`config.mk`:
```
export PLATFORM = sky130hd
export DESIGN_NAME = bcs_top
export DESIGN_NICKNAME = d
export VERILOG_FILES = /design/src/bcs_pkg.sv /design/src/bcs_top.sv
export SDC_FILE = /design/constraint.sdc
export NUM_CORES = 1
export LEC_CHECK = 0
export ABC_AREA = 1
export BUFFER_PORTS_ARGS = -buffer_cell sky130_fd_sc_hd__buf_2
export CAP_MARGIN = 20
export CORE_MARGIN = 2
export CORE_UTILIZATION = 55
export DETAILED_ROUTE_END_ITERATION = 16
export GPL_ROUTABILITY_DRIVEN = 0
export MAX_ROUTING_LAYER = met4
export PLACE_DENSITY = 0.77
export RECOVER_POWER = 25
export SETUP_SLACK_MARGIN = 0.05
export SYNTH_ARGS = -nofsm -noshare
export SYNTH_HDL_FRONTEND = slang
export SYNTH_SLANG_ARGS = --single-unit
```
`constraint.sdc`:
```
create_clock -name i_clk -period 2.2 [get_ports i_clk]
set_clock_uncertainty 0.15 [all_clocks]
set_input_delay 0.33 -clock i_clk [delete_from_list [all_inputs] [get_ports i_clk]]
set_output_delay 0.33 -clock i_clk [all_outputs]
set_load 0.05 [all_outputs]
```
`src/bcs_pkg.sv`:
```
/*
  bcs_pkg: register map, field layout, reset values and timing counts for
  the receive bit tally, reset and clock select block.
  assumes an 8-bit register port and a 250 MHz core clock.
*/
`default_nettype none
package bcs_pkg;
  // ==========================================================
  // register offsets
  localparam logic [7:0] ADDR_SOFT_RESET = 8'h00;
  localparam logic [7:0] ADDR_MCLK_FREQ_SELECT = 8'h01;
  localparam logic [7:0] ADDR_CLOCK_OUTPUT_SELECT = 8'h02;
  localparam logic [7:0] ADDR_RX_BIT_COUNT_BYTE0 = 8'h18;
  localparam logic [7:0] ADDR_RX_BIT_COUNT_BYTE1 = 8'h19;
  localparam logic [7:0] ADDR_RX_BIT_COUNT_BYTE2 = 8'h1a;
  localparam logic [7:0] ADDR_RX_BIT_COUNT_BYTE3 = 8'h1b;
  // ==========================================================
  // field positions
  localparam int MCS_MULT_LSB = 0;
  localparam int MCS_MULT_W = 3;
  localparam int MCS_PLL_EN_BIT = 3;
  localparam int COS_CHAN_LSB = 0;
  localparam int COS_CHAN_W = 3;
  localparam int COS_AUX_SRC_BIT = 3;
  localparam int COS_LREF_LSB = 4;
  localparam int COS_LREF_W = 2;
  // line reference source encodings
  localparam logic [1:0] LREF_MASTER = 2'h0;
  localparam logic [1:0] LREF_RECOVERED = 2'h1;
  localparam logic [1:0] LREF_ADAPTED = 2'h2;
  localparam logic [1:0] LREF_AUX = 2'h3;
  // ==========================================================
  // reset values and tally maximum
  localparam logic [31:0] RX_BIT_TALLY_RESET = 32'h0000_0000;
  localparam logic [31:0] RX_BIT_TALLY_MAX = 32'hffff_ffff;
  localparam logic [3:0] MCLK_FREQ_SELECT_RESET = 4'h0;
  localparam logic [5:0] CLOCK_OUTPUT_SELECT_RESET = 6'h00;
  // ==========================================================
  // timing
  localparam int CLK_PERIOD_PS = 4000;
  localparam int SOFT_RESET_MIN_PS = 1000000;
  localparam int SOFT_RESET_CYCLES = (SOFT_RESET_MIN_PS + CLK_PERIOD_PS - 1) / CLK_PERIOD_PS;
  localparam int RST_CNT_W = 9;
endpackage
`default_nettype wire

```
`src/bcs_top.sv`:
```
/*
  bcs_top: receive bit tally of the pattern tester, power-up and software
  reset, and selection of the master and recovered clocks onto the clock
  outputs.
  assumes bit strobes and sync status come from logic on i_clk; clock pins
  are sampled at i_clk and must be well below half its rate.
*/
// Overview of operation
// - 32-bit tally counts each received bit
// - tally saturates at all ones
// - tally holds while pattern sync lost
// - sync lost is one when unaligned
// - reset returns every register to default
// - soft reset write gives 1us reset
// - lost-signal channels take master clock on o_recovered_rx_clock only
// - all-ones transmit timed from master clock
// - pll clear passes reference unadapted
// - select register picks aux, line clocks
// - select register picks generator channel
`timescale 1ns/10ps
`default_nettype none
module bcs_top
  import bcs_pkg::*;
#(
  parameter int CH = 8
)
(
  input wire logic i_clk,
  input wire logic i_rst_n,
  input wire logic [7:0] i_addr,
  input wire logic [7:0] i_wdata,
  input wire logic i_wr,
  input wire logic i_rd,
  output logic [7:0] o_rdata,
  input wire logic i_rx_bit_valid,
  input wire logic i_pattern_sync_lost,
  input wire logic [CH-1:0] i_signal_loss,
  input wire logic i_ais_send,
  input wire logic i_master_clk,
  input wire logic [CH-1:0] i_recovered_rx_clock,
  output logic [CH-1:0] o_recovered_rx_clock,
  output logic o_aux_clock_out,
  output logic o_line_ref_clock_out,
  output logic o_clkgen_input,
  output logic o_ref_clock,
  output logic o_ais_clock,
  output logic o_pattern_sync_lost,
  output logic o_soft_reset
);
  import bcs_pkg::*;

  localparam int NS = CH + 1;

  typedef struct packed {
    logic [NS-1:0] s1;
    logic [NS-1:0] s2;
    logic [NS-1:0] s3;
    logic [NS-1:0] filt;
    logic mclk_prev;
    logic [31:0] rx_bit_tally;
    logic [3:0] mclk_freq_select;
    logic [5:0] clock_output_select;
    logic [RST_CNT_W-1:0] rst_cnt;
    logic [7:0] rdata;
    logic [MCS_MULT_W-1:0] div_cnt;
    logic adapted;
    logic [CH-1:0] rx_clk;
    logic aux;
    logic lref;
    logic gen_in;
    logic ref_clk;
    logic ais_clk;
    logic sync_lost;
    logic soft_rst;
  } bcs_state_t;

  bcs_state_t st;
  bcs_state_t next_st;

  // ==========================================================
  // helpers
  function automatic logic pick_chan(input logic [NS-1:0] f, input logic [COS_CHAN_W-1:0] c);
    logic r;
    r = 1'b0;
    for (int k = 0; k < CH; k++)
    begin
      if (c == COS_CHAN_W'(k))
      begin
        r = f[k];
      end
    end
    return r;
  endfunction

  function automatic logic [7:0] read_mux(input bcs_state_t s, input logic [7:0] a);
    logic [7:0] r;
    r = 8'h00;
    case (a)
      ADDR_MCLK_FREQ_SELECT: r = {4'h0, s.mclk_freq_select};
      ADDR_CLOCK_OUTPUT_SELECT: r = {2'h0, s.clock_output_select};
      ADDR_RX_BIT_COUNT_BYTE0: r = s.rx_bit_tally[7:0];
      ADDR_RX_BIT_COUNT_BYTE1: r = s.rx_bit_tally[15:8];
      ADDR_RX_BIT_COUNT_BYTE2: r = s.rx_bit_tally[23:16];
      ADDR_RX_BIT_COUNT_BYTE3: r = s.rx_bit_tally[31:24];
      default: r = 8'h00;
    endcase
    return r;
  endfunction

  logic busy;
  logic [COS_CHAN_W-1:0] sel_chan;
  logic [COS_LREF_W-1:0] sel_lref;
  logic mclk_f;
  logic rec_sel;
  logic mclk_rise;

  assign busy = st.rst_cnt != '0;
  assign sel_chan = st.clock_output_select[COS_CHAN_LSB +: COS_CHAN_W];
  assign sel_lref = st.clock_output_select[COS_LREF_LSB +: COS_LREF_W];
  assign mclk_f = st.filt[CH];
  assign rec_sel = pick_chan(st.filt, sel_chan);
  assign mclk_rise = mclk_f & ~st.mclk_prev;

  // ==========================================================
  // next state
  always_comb
  begin
    next_st = st;
    next_st.rdata = 8'h00;
    // pins pass three flops; a level counts once stages two and three agree
    next_st.s1 = {i_master_clk, i_recovered_rx_clock};
    next_st.s2 = st.s1;
    next_st.s3 = st.s2;
    for (int k = 0; k < NS; k++)
    begin
      if (st.s2[k] == st.s3[k])
      begin
        next_st.filt[k] = st.s2[k];
      end
    end
    next_st.mclk_prev = mclk_f;
    next_st.sync_lost = i_pattern_sync_lost;
    next_st.soft_rst = busy;

    if (busy)
    begin
      next_st.rst_cnt = st.rst_cnt - RST_CNT_W'(1);
      next_st.rx_bit_tally = RX_BIT_TALLY_RESET;
      next_st.mclk_freq_select = MCLK_FREQ_SELECT_RESET;
      next_st.clock_output_select = CLOCK_OUTPUT_SELECT_RESET;
      next_st.div_cnt = '0;
      next_st.adapted = 1'b0;
    end
    else
    begin
      if (i_rx_bit_valid && !i_pattern_sync_lost && st.rx_bit_tally != RX_BIT_TALLY_MAX)
      begin
        next_st.rx_bit_tally = st.rx_bit_tally + 32'h0000_0001;
      end
      if (i_rd)
      begin
        next_st.rdata = read_mux(st, i_addr);
      end
      if (i_wr)
      begin
        case (i_addr)
          // any write starts the reset pulse
          ADDR_SOFT_RESET: next_st.rst_cnt = RST_CNT_W'(SOFT_RESET_CYCLES);
          ADDR_MCLK_FREQ_SELECT: next_st.mclk_freq_select = i_wdata[3:0];
          ADDR_CLOCK_OUTPUT_SELECT: next_st.clock_output_select = i_wdata[5:0];
          default: next_st.rst_cnt = st.rst_cnt;
        endcase
      end
      // adaptation divides by twice the programmed multiple plus two
      if (mclk_rise)
      begin
        if (st.div_cnt == st.mclk_freq_select[MCS_MULT_LSB +: MCS_MULT_W])
        begin
          next_st.div_cnt = '0;
          next_st.adapted = ~st.adapted;
        end
        else
        begin
          next_st.div_cnt = st.div_cnt + MCS_MULT_W'(1);
        end
      end
    end

    // pll clear passes the reference as it arrives
    next_st.ref_clk = st.mclk_freq_select[MCS_PLL_EN_BIT] ? st.adapted : mclk_f;
    // lost signal falls back to master
    for (int k = 0; k < CH; k++)
    begin
      next_st.rx_clk[k] = i_signal_loss[k] ? mclk_f : st.filt[k];
    end
    next_st.gen_in = rec_sel;
    next_st.aux = st.clock_output_select[COS_AUX_SRC_BIT] ? rec_sel : mclk_f;
    case (sel_lref)
      LREF_MASTER: next_st.lref = mclk_f;
      LREF_RECOVERED: next_st.lref = rec_sel;
      LREF_ADAPTED: next_st.lref = st.ref_clk;
      LREF_AUX: next_st.lref = st.aux;
      default: next_st.lref = mclk_f;
    endcase
    next_st.ais_clk = i_ais_send & mclk_f;
  end

  // ==========================================================
  // state register
  always_ff @(posedge i_clk)
  begin
    if (!i_rst_n)
    begin
      st <= '0;
    end
    else
    begin
      st <= next_st;
    end
  end

  assign o_rdata = st.rdata;
  assign o_recovered_rx_clock = st.rx_clk;
  assign o_aux_clock_out = st.aux;
  assign o_line_ref_clock_out = st.lref;
  assign o_clkgen_input = st.gen_in;
  assign o_ref_clock = st.ref_clk;
  assign o_ais_clock = st.ais_clk;
  assign o_pattern_sync_lost = st.sync_lost;
  assign o_soft_reset = st.soft_rst;

  // ==========================================================
  // checks
  a_tally_count_up: assert property (@(posedge i_clk) disable iff (!i_rst_n)
    (!busy && !(i_wr && i_addr == ADDR_SOFT_RESET) && i_rx_bit_valid && !i_pattern_sync_lost
     && st.rx_bit_tally != RX_BIT_TALLY_MAX)
    |=> st.rx_bit_tally == $past(st.rx_bit_tally) + 32'h0000_0001)
    else $error("bit tally did not advance");

  a_tally_saturates: assert property (@(posedge i_clk) disable iff (!i_rst_n)
    (!busy && st.rx_bit_tally == RX_BIT_TALLY_MAX) |=> st.rx_bit_tally == RX_BIT_TALLY_MAX)
    else $error("bit tally left its maximum");

  a_tally_holds_oos: assert property (@(posedge i_clk) disable iff (!i_rst_n)
    (!busy && i_pattern_sync_lost) |=> $stable(st.rx_bit_tally))
    else $error("bit tally moved while sync lost");

  a_sync_flag_tracks: assert property (@(posedge i_clk) disable iff (!i_rst_n)
    1'b1 |=> o_pattern_sync_lost == $past(i_pattern_sync_lost))
    else $error("sync lost flag wrong");

  a_reset_clears_regs: assert property (@(posedge i_clk) disable iff (!i_rst_n)
    o_soft_reset |-> st.rx_bit_tally == RX_BIT_TALLY_RESET
    && st.clock_output_select == CLOCK_OUTPUT_SELECT_RESET)
    else $error("registers not at default in reset");

  a_soft_reset_len: assert property (@(posedge i_clk) disable iff (!i_rst_n)
    (!busy && i_wr && i_addr == ADDR_SOFT_RESET)
    |=> ##1 o_soft_reset ##249 o_soft_reset ##1 !o_soft_reset)
    else $error("soft reset pulse length wrong");

  a_rxclk_on_loss: assert property (@(posedge i_clk) disable iff (!i_rst_n)
    i_signal_loss[0] |=> o_recovered_rx_clock[0] == $past(mclk_f))
    else $error("lost channel not on master clock");

  a_ais_from_master: assert property (@(posedge i_clk) disable iff (!i_rst_n)
    1'b1 |=> o_ais_clock == ($past(i_ais_send) && $past(mclk_f)))
    else $error("all-ones timing not from master");

  a_ref_bypass: assert property (@(posedge i_clk) disable iff (!i_rst_n)
    !st.mclk_freq_select[MCS_PLL_EN_BIT] |=> o_ref_clock == $past(mclk_f))
    else $error("reference adapted with pll off");

  a_aux_select: assert property (@(posedge i_clk) disable iff (!i_rst_n)
    1'b1 |=> o_aux_clock_out == ($past(st.clock_output_select[COS_AUX_SRC_BIT])
    ? $past(rec_sel) : $past(mclk_f)))
    else $error("aux clock source wrong");

  a_gen_channel: assert property (@(posedge i_clk) disable iff (!i_rst_n)
    (sel_chan == 3'h0) |=> o_clkgen_input == $past(st.filt[0]))
    else $error("generator input channel wrong");

  a_read_one_cycle: assert property (@(posedge i_clk) disable iff (!i_rst_n)
    !i_rd |=> o_rdata == 8'h00)
    else $error("read data outside its cycle");

  a_read_low_byte: assert property (@(posedge i_clk) disable iff (!i_rst_n)
    (!busy && i_rd && i_addr == ADDR_RX_BIT_COUNT_BYTE0)
    |=> o_rdata == $past(st.rx_bit_tally[7:0]))
    else $error("tally low byte read wrong");

  a_tally_idle_hold: assert property (@(posedge i_clk) disable iff (!i_rst_n)
    (!busy && !i_rx_bit_valid) |=> $stable(st.rx_bit_tally))
    else $error("bit tally moved with no bit");

  a_busy_reads_zero: assert property (@(posedge i_clk) disable iff (!i_rst_n)
    (busy && i_rd) |=> o_rdata == 8'h00)
    else $error("read answered during soft reset");

  a_busy_drops_write: assert property (@(posedge i_clk) disable iff (!i_rst_n)
    (busy && i_wr) |=> st.clock_output_select == CLOCK_OUTPUT_SELECT_RESET
    && st.mclk_freq_select == MCLK_FREQ_SELECT_RESET)
    else $error("write landed during soft reset");

  a_freq_write_lands: assert property (@(posedge i_clk) disable iff (!i_rst_n)
    (!busy && i_wr && i_addr == ADDR_MCLK_FREQ_SELECT)
    |=> st.mclk_freq_select == $past(i_wdata[3:0]))
    else $error("frequency select write lost");

  a_adapted_steady: assert property (@(posedge i_clk) disable iff (!i_rst_n)
    (!busy && !mclk_rise) |=> $stable(st.adapted))
    else $error("adapted reference moved off a master edge");

  a_adapted_toggles: assert property (@(posedge i_clk) disable iff (!i_rst_n)
    (!busy && mclk_rise && st.div_cnt == st.mclk_freq_select[MCS_MULT_LSB +: MCS_MULT_W])
    |=> st.adapted != $past(st.adapted))
    else $error("adapted reference missed its toggle");

  a_lref_select: assert property (@(posedge i_clk) disable iff (!i_rst_n)
    1'b1 |=> o_line_ref_clock_out == (($past(sel_lref) == LREF_MASTER) ? $past(mclk_f)
    : ($past(sel_lref) == LREF_RECOVERED) ? $past(rec_sel)
    : ($past(sel_lref) == LREF_ADAPTED) ? $past(st.ref_clk) : $past(st.aux)))
    else $error("line reference source wrong");

  // a pin level may move only where stages two and three agreed, so one
  // metastable sample can never reach the clock outputs
  a_sync_agree: assert property (@(posedge i_clk) disable iff (!i_rst_n)
    1'b1 |=> ((st.filt ^ $past(st.filt)) & $past(st.s2 ^ st.s3)) == '0)
    else $error("synchroniser level moved early");

  // per channel routing; the cast assumes CH fits the channel select field
  for (genvar g = 0; g < CH; g++)
  begin : g_chan_chk
    a_chan_clock: assert property (@(posedge i_clk) disable iff (!i_rst_n)
      1'b1 |=> o_recovered_rx_clock[g]
      == ($past(i_signal_loss[g]) ? $past(mclk_f) : $past(st.filt[g])))
      else $error("channel clock source wrong");

    a_gen_pick: assert property (@(posedge i_clk) disable iff (!i_rst_n)
      (sel_chan == COS_CHAN_W'(g)) |=> o_clkgen_input == $past(st.filt[g]))
      else $error("generator channel pick wrong");
  end
endmodule
`default_nettype wire

```
==> results.py, run 1 <==
metrics = {
    "cells_and_area": {
        "antenna-diode-count": 0,
        "n_fill_cell": 738,
        "area_growth_syn_to_layout_pct": 23.1,
        "postLayoutCoreUtil_pct": 70.2,
        "finalNonFillerCells": 1003,
        "fraction_of_final_layout_cells_sized_beyond_drive_strength_1_pct": 14.8,
        "nets_final": 904,
    },
    "clock_tree": {
        "cts.sinks": 115,
        "cts-buffers-inserted": 17,
        "buffer_levels_on_the_longest_clock_path": 2,
        "h-tree-depth": 4,
        "tritoncts": "built",
        "clockRootBuffer": "clkbuf_8",
        "worst_skew_pair.late_latency_ns": 0.52,
        "clkTransAtPathRegs_ns": 0.06,
    },
    "detailed_routing": {
        "dr.pass1.iters": 5,
        "drc": 0,
        "drtAntennaViolNets": 0,
        "via_per_inst": 5.14,
        "wirelength_mm": 13.3,
        "routed-via-count": 5156,
        "drt_iter0_markers": 292,
        "detail_route.wl_per_cell_um": 13.3,
    },
    "yosys": {
        "syn-mean-instance-area_um2": 6.85,
        "post_synth_inst_count": 776,
        "synth_most_common_cell": "nand2_1",
        "synth.top_cells.by_area": "dfxtp_1 43%, nand2_1 14%, inv_1 8.0%",
        "ys_types": 34,
        "postSynth.topFlopCell": "dfxtp_1",
        "post_synth_most_frequent_cells": "201 x nand2_1, 115 x dfxtp_1, 113 x inv_1, 113 x nor2_1, 50 x o21ai_0",
        "yosys_register_bits": 115,
        "ys.warnings.count": 0,
        "cell_taking_the_most_area_after_synthesis": "dfxtp_1",
        "share_of_flip_flops_with_an_asynchronous_set_or_reset_after_synthesis_pct": 0,
        "mappedNetlistArea_um2": 5310,
        "postSynthNetCount": 819,
        "ys_seq_area_share_pct": 43.3,
        "count_of_flip_flops_with_a_built_in_enable_after_synthesis": 0,
        "synth_top_area_share_pct": 43.3,
    },
    "sta": {
        "post-route-worst-setup-slack_ns": 0.184,
        "finalHoldViolCount": 0,
        "setup-violations-final": 0,
        "max_freq_mhz": 496,
        "timing.final.crit_share_pct": 91.6,
        "worst_slew_pin_slew_ns": 0.883,
        "timing.max_slew.rel_slack_pct": 41.1,
        "grt_setup_unrepaired": "no",
        "finalWorstPathRequiredPeriod_ns": 2.02,
        "timing_max_transition_violations_final": 0,
        "tns_ns": 0,
    },
    "setup_path": {
        "crit_chain": "inv_1 -> ha_1 -> nand2_1 -> nor2_2 -> nand2_1 -> nor2_1 -> nand4_1 -> buf_4 -> buf_12 -> nor2_4 -> inv_1 -> nor2_1",
        "critical_path_depth": 12,
        "crit_path_end_kind": "flip-flop",
        "timing.critical_path.buf_inv": 4,
        "worstPathArrival_ns": 2.32,
        "crit_path_start_kind": "flip-flop",
        "worst_path_dominant_cell_family": "simple AND/OR/NAND/NOR gates",
        "worst-endpoint-required_ns": 2.50,
        "reg2reg_depth": 12,
        "crit_type": "reg2reg",
        "worst-path-max-fanout": 14,
        "critical_path.max_stage_delay_ns": 0.33,
        "crit_path_top_delay_cell": "dfxtp_1",
    },
    "power": {
        "worst_ir_drop_vdd_mv": 0.639,
        "p_leak_nw": 2.91,
        "clock_power_share_pct": 46.5,
        "power_frac_seq_pct": 39.1,
        "p_comb_share_pct": 14.4,
        "p_switching_w": 0.00169,
        "p_sw_share_pct": 29.4,
        "internal_power_w": 0.00407,
        "power-per-cell-area_nw_per_um2": 880,
    },
    "place": {
        "dpl_worst_slack_ns": 0.176,
        "place.port_buffers": 60,
        "dpl.hpwl_mm": 8.88,
        "post_placement_cell_count": 941,
    },
    "worst_hold_path": {
        "min-delay-path-class": "in2reg",
        "worstHoldPathCells": 5,
    },
    "floorplan": {
        "core_area_um2": 9330,
        "initial_core_util_pct": 57.0,
        "die-area_um2": 10500,
        "floorplan.die.width_um": 102,
        "design.portCount": 63,
        "floorplan.die.height_um": 102,
        "fp-row-count": 35,
    },
    "global_routing": {
        "grt_max_degree": 55,
        "global_route.overflow_total": 0,
        "vias_in_the_first_global_route": 4818,
        "global_route_usage_over_all_layers_pct": 27.0,
        "grt_first_pass_wirelength_mm": 21.4,
        "antenna_found_initial": 0,
    },
    "run": {
        "max_cap_viol_count": 0,
    },
    "status": {
        "result_of_the_run": "complete, no violations",
    },
}
[kinds of logic after synthesis]
group | after synthesis | share of synthesized area [%]
compound gates | 105 | 10.4
simple gates | 393 | 31.4
flops | 115 | 43.3
xor+xnor | 13 | 2.14
buf+inv | 147 | 12.0
fa+ha+maj | 3 | 0.706
[cells in the final DEF (no fill, tap or decap), types with 4 or more instances in the layout]
cell / count
nand2_2: 5
nand4_1: 14
nand2_1: 201
o21ai_0: 50
buf_4: 8
dfxtp_1: 114
nor2_1: 111
inv_6: 5
a21oi_2: 4
buf_2: 60
clkbuf_16: 17
nor2_4: 5
nor3_1: 16
a21oi_1: 46
inv_1: 113
inv_8: 5
nand3_1: 28
dlygate4sd3_1: 26
xor2_1: 8
xnor2_1: 5
nor2_2: 5
[power groups by stage]
stage	registers, W	clock network, W	logic [W]
global placement	0.00228	0	0.000675
detailed placement	0.00229	0	0.000708
floorplan	0.00230	0	0.000501
finish	0.00225	0.00268	0.000831
global route	0.00226	0.00280	0.000917
CTS	0.00225	0.00271	0.000759
[final timing paths]
check	slack, ns	from	end
setup reg to reg	0.18	st[27]	o_rdata[4]
setup / recovery	0.18	st[27]	o_rdata[4]
hold reg to reg	0.27	next_st[99]	next_st[90]
hold / removal	0.03	i_rd	o_rdata[1]
[flip-flops by register name (all words and copies together) (netlist names)]
name,cells
o_ref_clock,1
mclk_f,1
o_line_ref_clock_out,1
o_clkgen_input,1
o_ais_clock,1
sel_chan,3
o_aux_clock_out,1
o_recovered_rx_clock,8
st,68
o_pattern_sync_lost,1
o_soft_reset,1
next_st,18
o_rdata,8
sel_lref,2
[per-layer routing]
layer | track usage [%] | up-vias | share of wire [%]
li1 | - | 2581 | -
met1 | 32.1 | 2345 | 42
met2 | 44.9 | 201 | 49
met3 | 5.47 | 29 | 7.3
met4 | 11.0 | 0 | 2.0
met5 | - | - | 0
[what timing repair did]
| item | in CTS | in global routing |
|---|---|---|
| setup endpoints to repair | 0 | 29 |
| setup buffers | 0 | 3 |
| endpoints found under the hold margin | 29 | 0 |
| hold buffers | 26 | 0 |
| resized for setup | 0 | 3 |
[final cells by class]
| type | instances | area [um^2] | area share [%] |
|---|---|---|---|
| multi-input cells | 514 | 2380 | 36.3 |
| flip-flops and latches | 115 | 2300 | 35.2 |
| repair buffers | 98 | 691 | 10.6 |
| inverters | 115 | 434 | 6.63 |
| clock buffers | 17 | 414 | 6.33 |
| clock inverters | 15 | 163 | 2.49 |
| well taps | 129 | 161 | 2.47 |
[per-stage QoR]
step           hold slack (ns)  area [um^2]  power, W
2_1_floorplan            0.240         5310   0.00280
3_3_place_gp             0.243         5660   0.00296
3_5_place_dp             0.252         5660   0.00300
4_1_cts                 0.0144         6490   0.00572
5_1_grt                 0.0634         6540   0.00598
6_report                0.0285         6540   0.00576
[tightest hold or removal path, stage by stage]
cell and delay (ns):
buf_2 0.09, nand2_1 0.09, nor2_4 0.05, nand2_1 0.06, inv_1 0.03
Power figures use the tool's default switching activity.
==> inputs of run 2 (changes only) <==
==> constraint.sdc (replaced) <==
create_clock -name i_clk -period 2.56 [get_ports i_clk]
set_clock_uncertainty 0.15 [all_clocks]
set_input_delay 0.384 -clock i_clk [delete_from_list [all_inputs] [get_ports i_clk]]
set_output_delay 0.384 -clock i_clk [all_outputs]
set_load 0.05 [all_outputs]
==> results.py, run 2 (synthesized netlist as in run 1, its figures left out) <==
metrics = {
    "sta": {
        "finalWorstPathRequiredPeriod_ns": 2.07,
        "finalHoldViolCount": 0,
        "max_freq_mhz": 482,
        "post-route-worst-setup-slack_ns": 0.487,
        "setup-violations-final": 0,
        "tns_ns": 0,
        "timing.final.crit_share_pct": 81.0,
        "timing_max_transition_violations_final": 0,
        "worst_slew_pin_slew_ns": 0.473,
        "grt_setup_unrepaired": "no",
        "timing.max_slew.rel_slack_pct": 68.3,
    },
    "cells_and_area": {
        "nets_final": 895,
        "final_design_area_no_fill_um2": 6420,
        "finalNonFillerCells": 994,
        "max_flop_register": "st",
        "area_growth_syn_to_layout_pct": 20.8,
        "antenna-diode-count": 0,
        "seq_area_um2": 2300,
        "n_fill_cell": 756,
        "footprint_of_the_multi_input_gates_um2": 2370,
        "largest_reg_flops": 68,
        "postLayoutCoreUtil_pct": 68.8,
        "layout.cells.most_common": "nand2_1",
        "layout_common_cells": "201 x nand2_1, 115 x dfxtp_1, 113 x inv_1, 113 x nor2_1, 58 x buf_2",
        "fraction_of_final_layout_cells_sized_beyond_drive_strength_1_pct": 13.4,
    },
    "setup_path": {
        "timing.critical_path.buf_inv": 3,
        "worst-endpoint-required_ns": 2.87,
        "crit_path_start_kind": "flip-flop",
        "critical_path.max_stage_delay_ns": 0.33,
        "worst_path_dominant_cell_family": "simple AND/OR/NAND/NOR gates",
        "worst-path-max-fanout": 28,
        "crit_type": "reg2reg",
        "crit_chain": "inv_1 -> ha_1 -> nand2_1 -> nor2_1 -> nand2_1 -> nor2_1 -> nand4_1 -> buf_4 -> nor2_4 -> inv_1 -> nor2_1",
        "worstPathArrival_ns": 2.39,
        "crit_path_top_delay_cell": "dfxtp_1",
        "crit_path_end_kind": "flip-flop",
        "cpMostUsedCell": "nor2_1",
    },
    "global_routing": {
        "grt_first_pass_wirelength_mm": 20.7,
        "global_route.overflow_total": 0,
        "grt_max_degree": 55,
        "antenna_found_initial": 0,
        "global_route_usage_over_all_layers_pct": 26.4,
        "vias_in_the_first_global_route": 4683,
    },
    "worst_hold_path": {
        "min-delay-path-class": "in2reg",
    },
    "power": {
        "p_comb_share_pct": 13.0,
        "power-per-cell-area_nw_per_um2": 751,
        "p_sw_share_pct": 30.5,
        "power_frac_seq_pct": 40.1,
        "p_switching_w": 0.00147,
        "clock_power_share_pct": 46.9,
        "p_leak_nw": 2.84,
        "worst_ir_drop_vdd_mv": 0.686,
        "internal_power_w": 0.00335,
    },
    "clock_tree": {
        "clockRootBuffer": "clkbuf_8",
        "buffer_levels_on_the_longest_clock_path": 2,
        "clkTransAtPathRegs_ns": 0.06,
        "cts-buffers-inserted": 17,
        "tritoncts": "built",
        "worst_skew_pair.late_latency_ns": 0.53,
        "cts.sinks": 115,
        "cts.repair_timing.setup_buffer_count": 0,
        "h-tree-depth": 4,
    },
    "floorplan": {
        "die-area_um2": 10500,
        "fp-row-count": 35,
        "core_area_um2": 9330,
        "initial_core_util_pct": 57.0,
        "floorplan.die.width_um": 102,
        "design.portCount": 63,
        "floorplan.die.height_um": 102,
    },
    "detailed_routing": {
        "drc": 0,
        "routed-via-count": 4990,
        "dr.pass1.iters": 5,
        "wirelength_mm": 12.8,
        "drt_iter0_markers": 283,
        "via_per_inst": 5.02,
        "drtAntennaViolNets": 0,
        "detail_route.wl_per_cell_um": 12.9,
    },
    "run": {
        "max_cap_viol_count": 0,
    },
    "place": {
        "place_area_um2": 5600,
        "dpl_worst_slack_ns": 0.431,
        "dpl.hpwl_mm": 8.66,
        "place.port_buffers": 60,
        "post_placement_cell_count": 937,
    },
    "status": {
        "result_of_the_run": "complete, no violations",
    },
}
## run 2: changes by cell type in the layout (fill, tap and decap cells not counted), sizes merged
| cell | delta |
|---|---|
| buf | -8 |
| bufinv | -1 |
| clkinv | +1 |
| dlygate4sd3 | -1 |
## run 2: worst register-to-register path: stages, from the launching register on
cell	delay [ns]
dfxtp_1	0.33
inv_1	0.06
ha_1	0.18
nand2_1	0.10
nor2_1	0.14
nand2_1	0.09
nor2_1	0.14
nand4_1	0.14
buf_4	0.28
nor2_4	0.20
inv_1	0.09
nor2_1	0.11
## run 2: path summary, 6_finish.rpt
path	start	to	slack, ns	cells past startpoint
min	i_wr	st[39]	0.05	3
max reg2reg	st[27]	o_rdata[7]	0.49	11
min reg2reg	next_st[98]	next_st[89]	0.26	2
max	st[27]	o_rdata[7]	0.49	11
## run 2: power groups by stage
stage | clock network [W] | registers [W] | logic, W
4_1_cts | 0.00229 | 0.00193 | 0.000623
3_5_place_dp | 0 | 0.00197 | 0.000582
6_report | 0.00226 | 0.00193 | 0.000629
2_1_floorplan | 0 | 0.00198 | 0.000430
3_3_place_gp | 0 | 0.00196 | 0.000555
5_1_grt | 0.00237 | 0.00194 | 0.000705
## run 2: cell type report
cell class	instances	area share, %
inverters	115	6.76
multi-input cells	514	36.9
flip-flops and latches	115	35.9
well taps	129	2.51
clock buffers	17	6.45
clock inverters	15	2.47
repair buffers	89	9.00
## run 2: per-layer routing
layer  up-vias  part of all wire (%)  global-route usage (%)
met5         -                     0                       -
met4         0                   2.2                    10.6
met3        29                   5.7                    7.32
met2       161                    48                    43.1
met1      2238                    44                    30.9
li1       2562                     -                       -
## run 2: timing repair
item                      CTS  global route
gates resized for setup     0             0
hold endpoints to repair   29             0
hold buffers               25             0
## run 2: stage by stage
step / power, W / hold WS [ns]
5_1_grt: 0.00502 / 0.0544
2_1_floorplan: 0.00241 / 0.240
4_1_cts: 0.00484 / 0.0297
3_3_place_gp: 0.00252 / 0.243
3_5_place_dp: 0.00255 / 0.249
6_report: 0.00482 / 0.0534
==> inputs of run 3 (changes only) <==
--- a/config.mk
+++ b/config.mk
@@ -9,11 +9,11 @@
 export BUFFER_PORTS_ARGS = -buffer_cell sky130_fd_sc_hd__buf_2
 export CAP_MARGIN = 20
 export CORE_MARGIN = 2
-export CORE_UTILIZATION = 55
+export CORE_UTILIZATION = 52
 export DETAILED_ROUTE_END_ITERATION = 16
 export GPL_ROUTABILITY_DRIVEN = 0
 export MAX_ROUTING_LAYER = met4
-export PLACE_DENSITY = 0.77
+export PLACE_DENSITY = 0.76
 export RECOVER_POWER = 25
 export SETUP_SLACK_MARGIN = 0.05
 export SYNTH_ARGS = -nofsm -noshare
==> constraint.sdc (replaced) <==
create_clock -name i_clk -period 1.9 [get_ports i_clk]
set_clock_uncertainty 0.15 [all_clocks]
set_input_delay 0.285 -clock i_clk [delete_from_list [all_inputs] [get_ports i_clk]]
set_output_delay 0.285 -clock i_clk [all_outputs]
set_load 0.05 [all_outputs]
==> results.py, run 3 (synthesized netlist as in run 1, its figures left out) <==
metrics = {
    "status": {
        "result_of_the_run": "complete, no violations",
    },
    "cells_and_area": {
        "fraction_of_final_layout_cells_sized_beyond_drive_strength_1_pct": 23.1,
        "max_flop_register": "st",
        "area_growth_syn_to_layout_pct": 33.2,
        "antenna-diode-count": 0,
        "finalNonFillerCells": 1054,
        "layout.cells.most_common": "nand2_1",
        "nets_final": 951,
        "layout_common_cells": "197 x nand2_1, 108 x inv_1, 100 x nor2_1, 100 x dfxtp_1, 59 x buf_2",
        "n_fill_cell": 709,
        "largest_reg_flops": 68,
        "final_design_area_no_fill_um2": 7080,
    },
    "detailed_routing": {
        "drt_iter0_markers": 382,
        "routed-via-count": 5333,
        "via_per_inst": 5.06,
        "drc": 0,
        "wirelength_mm": 14.0,
        "drtAntennaViolNets": 0,
        "detail_route.wl_per_cell_um": 13.3,
        "dr.pass1.iters": 7,
    },
    "clock_tree": {
        "cts.sinks": 115,
        "buffer_levels_on_the_longest_clock_path": 2,
        "clkTransAtPathRegs_ns": 0.06,
        "worst_skew_pair.late_latency_ns": 0.52,
        "tritoncts": "built",
        "cts-buffers-inserted": 17,
        "clockRootBuffer": "clkbuf_8",
        "h-tree-depth": 4,
    },
    "sta": {
        "worst_slew_pin_slew_ns": 0.455,
        "finalWorstPathRequiredPeriod_ns": 1.83,
        "post-route-worst-setup-slack_ns": 0.0666,
        "timing.final.crit_share_pct": 96.5,
        "timing.hold.ws_ns": 0.0758,
        "finalHoldViolCount": 0,
        "max_freq_mhz": 545,
        "setup-violations-final": 0,
        "timing.max_slew.rel_slack_pct": 69.4,
        "timing_max_transition_violations_final": 0,
        "grt_setup_unrepaired": "yes",
    },
    "global_routing": {
        "vias_in_the_first_global_route": 5068,
        "antenna_found_initial": 0,
        "global_route_usage_over_all_layers_pct": 26.6,
        "grt_first_pass_wirelength_mm": 23.0,
        "global_route.overflow_total": 0,
        "grt_max_degree": 55,
    },
    "power": {
        "worst_ir_drop_vdd_mv": 0.980,
        "power-per-cell-area_nw_per_um2": 988,
        "p_leak_nw": 3.17,
    },
    "setup_path": {
        "crit_path_end_kind": "flip-flop",
        "worst-path-max-fanout": 6,
        "crit_path_start_kind": "flip-flop",
        "worstPathArrival_ns": 2.13,
        "crit_type": "reg2reg",
        "worst-endpoint-required_ns": 2.20,
    },
    "place": {
        "dpl.hpwl_mm": 9.07,
        "place.port_buffers": 60,
        "place_area_um2": 5910,
        "post_placement_cell_count": 977,
        "dpl_worst_slack_ns": -0.132,
    },
    "floorplan": {
        "die-area_um2": 11000,
        "floorplan.die.width_um": 105,
        "core_area_um2": 9860,
        "floorplan.die.height_um": 105,
        "design.portCount": 63,
        "initial_core_util_pct": 53.9,
        "fp-row-count": 36,
    },
    "worst_hold_path": {
        "min-delay-path-class": "in2reg",
    },
    "run": {
        "max_cap_viol_count": 0,
    },
}
[run 3: cell types whose count changed in the layout (fill, tap and decap cells not counted), moves of 5 or more]
cell / previous run / this run
buf_4: 4 / 49
dfxtp_1: 115 / 100
dfxtp_2: 0 / 14
nor2_1: 113 / 100
nor2_2: 3 / 10
inv_8: 6 / 0
nor2_4: 5 / 11
inv_1: 113 / 108
inv_2: 0 / 5
[run 3: cell type report]
type	instances	area, um^2	area share [%]
sequential	115	2320	32.8
inverter	115	437	6.17
tap	133	166	2.35
clock inverter	13	150	2.12
clock buffer	19	432	6.10
multi-input combinational	515	2530	35.7
timing repair buffer	144	1040	14.8
[run 3: repair_timing]
item | 4_1_cts | 5_1_grt
gates resized for setup | 16 | 47
hold endpoints to repair | 30 | 0
cloned | 0 | 1
setup buffers | 7 | 9
hold buffers | 28 | 0
pin swaps | 7 | 20
setup endpoints to repair | 44 | 61
[run 3: routing by layer]
metal / track usage [%] / wire, um / up-vias
li1: - / - / 2673
met1: 31.6 / 6020 / 2443
met2: 43.7 / 6840 / 182
met3: 6.86 / 825 / 35
met4: 9.33 / 319 / 0
met5: - / 0 / -
[run 3: where the power goes]
part | switching (W) | internal, W
combinational | 0.000699 | 0.000576
clock | 0.00118 | 0.00192
sequential | 0.0000914 | 0.00253
[run 3: worst max-delay path, cell delays in order, from the launching register on]
cell and delay [ns]:
dfxtp_2 0.32, inv_2 0.07, ha_4 0.15, nand2_4 0.05
nor2_4 0.12, nand2_4 0.08, nor2_4 0.10, nand4_1 0.19
buf_6 0.21, nor2_4 0.15, inv_2 0.07, nor2_1 0.10
[run 3: worst paths after layout]
check / depth (start not counted) / endpoint / startpoint / slack [ns]
worst max-delay path: 11 / o_rdata[5] / st[27] / 0.07
worst min-delay path: 4 / next_st[88] / i_rst_n / 0.08
worst max register to register: 11 / o_rdata[5] / st[27] / 0.07
worst min register to register: 2 / next_st[93] / next_st[102] / 0.26
[run 3: stage by stage]
stage          total power [W]  setup TNS (ns)  utilization (%)
6_report               0.00700               0             71.8
5_1_grt                0.00731          -0.114             71.8
4_1_cts                0.00683               0             69.7
3_5_place_dp           0.00354           -1.03             59.9
3_3_place_gp           0.00350               0             59.9
2_1_floorplan          0.00325               0                -
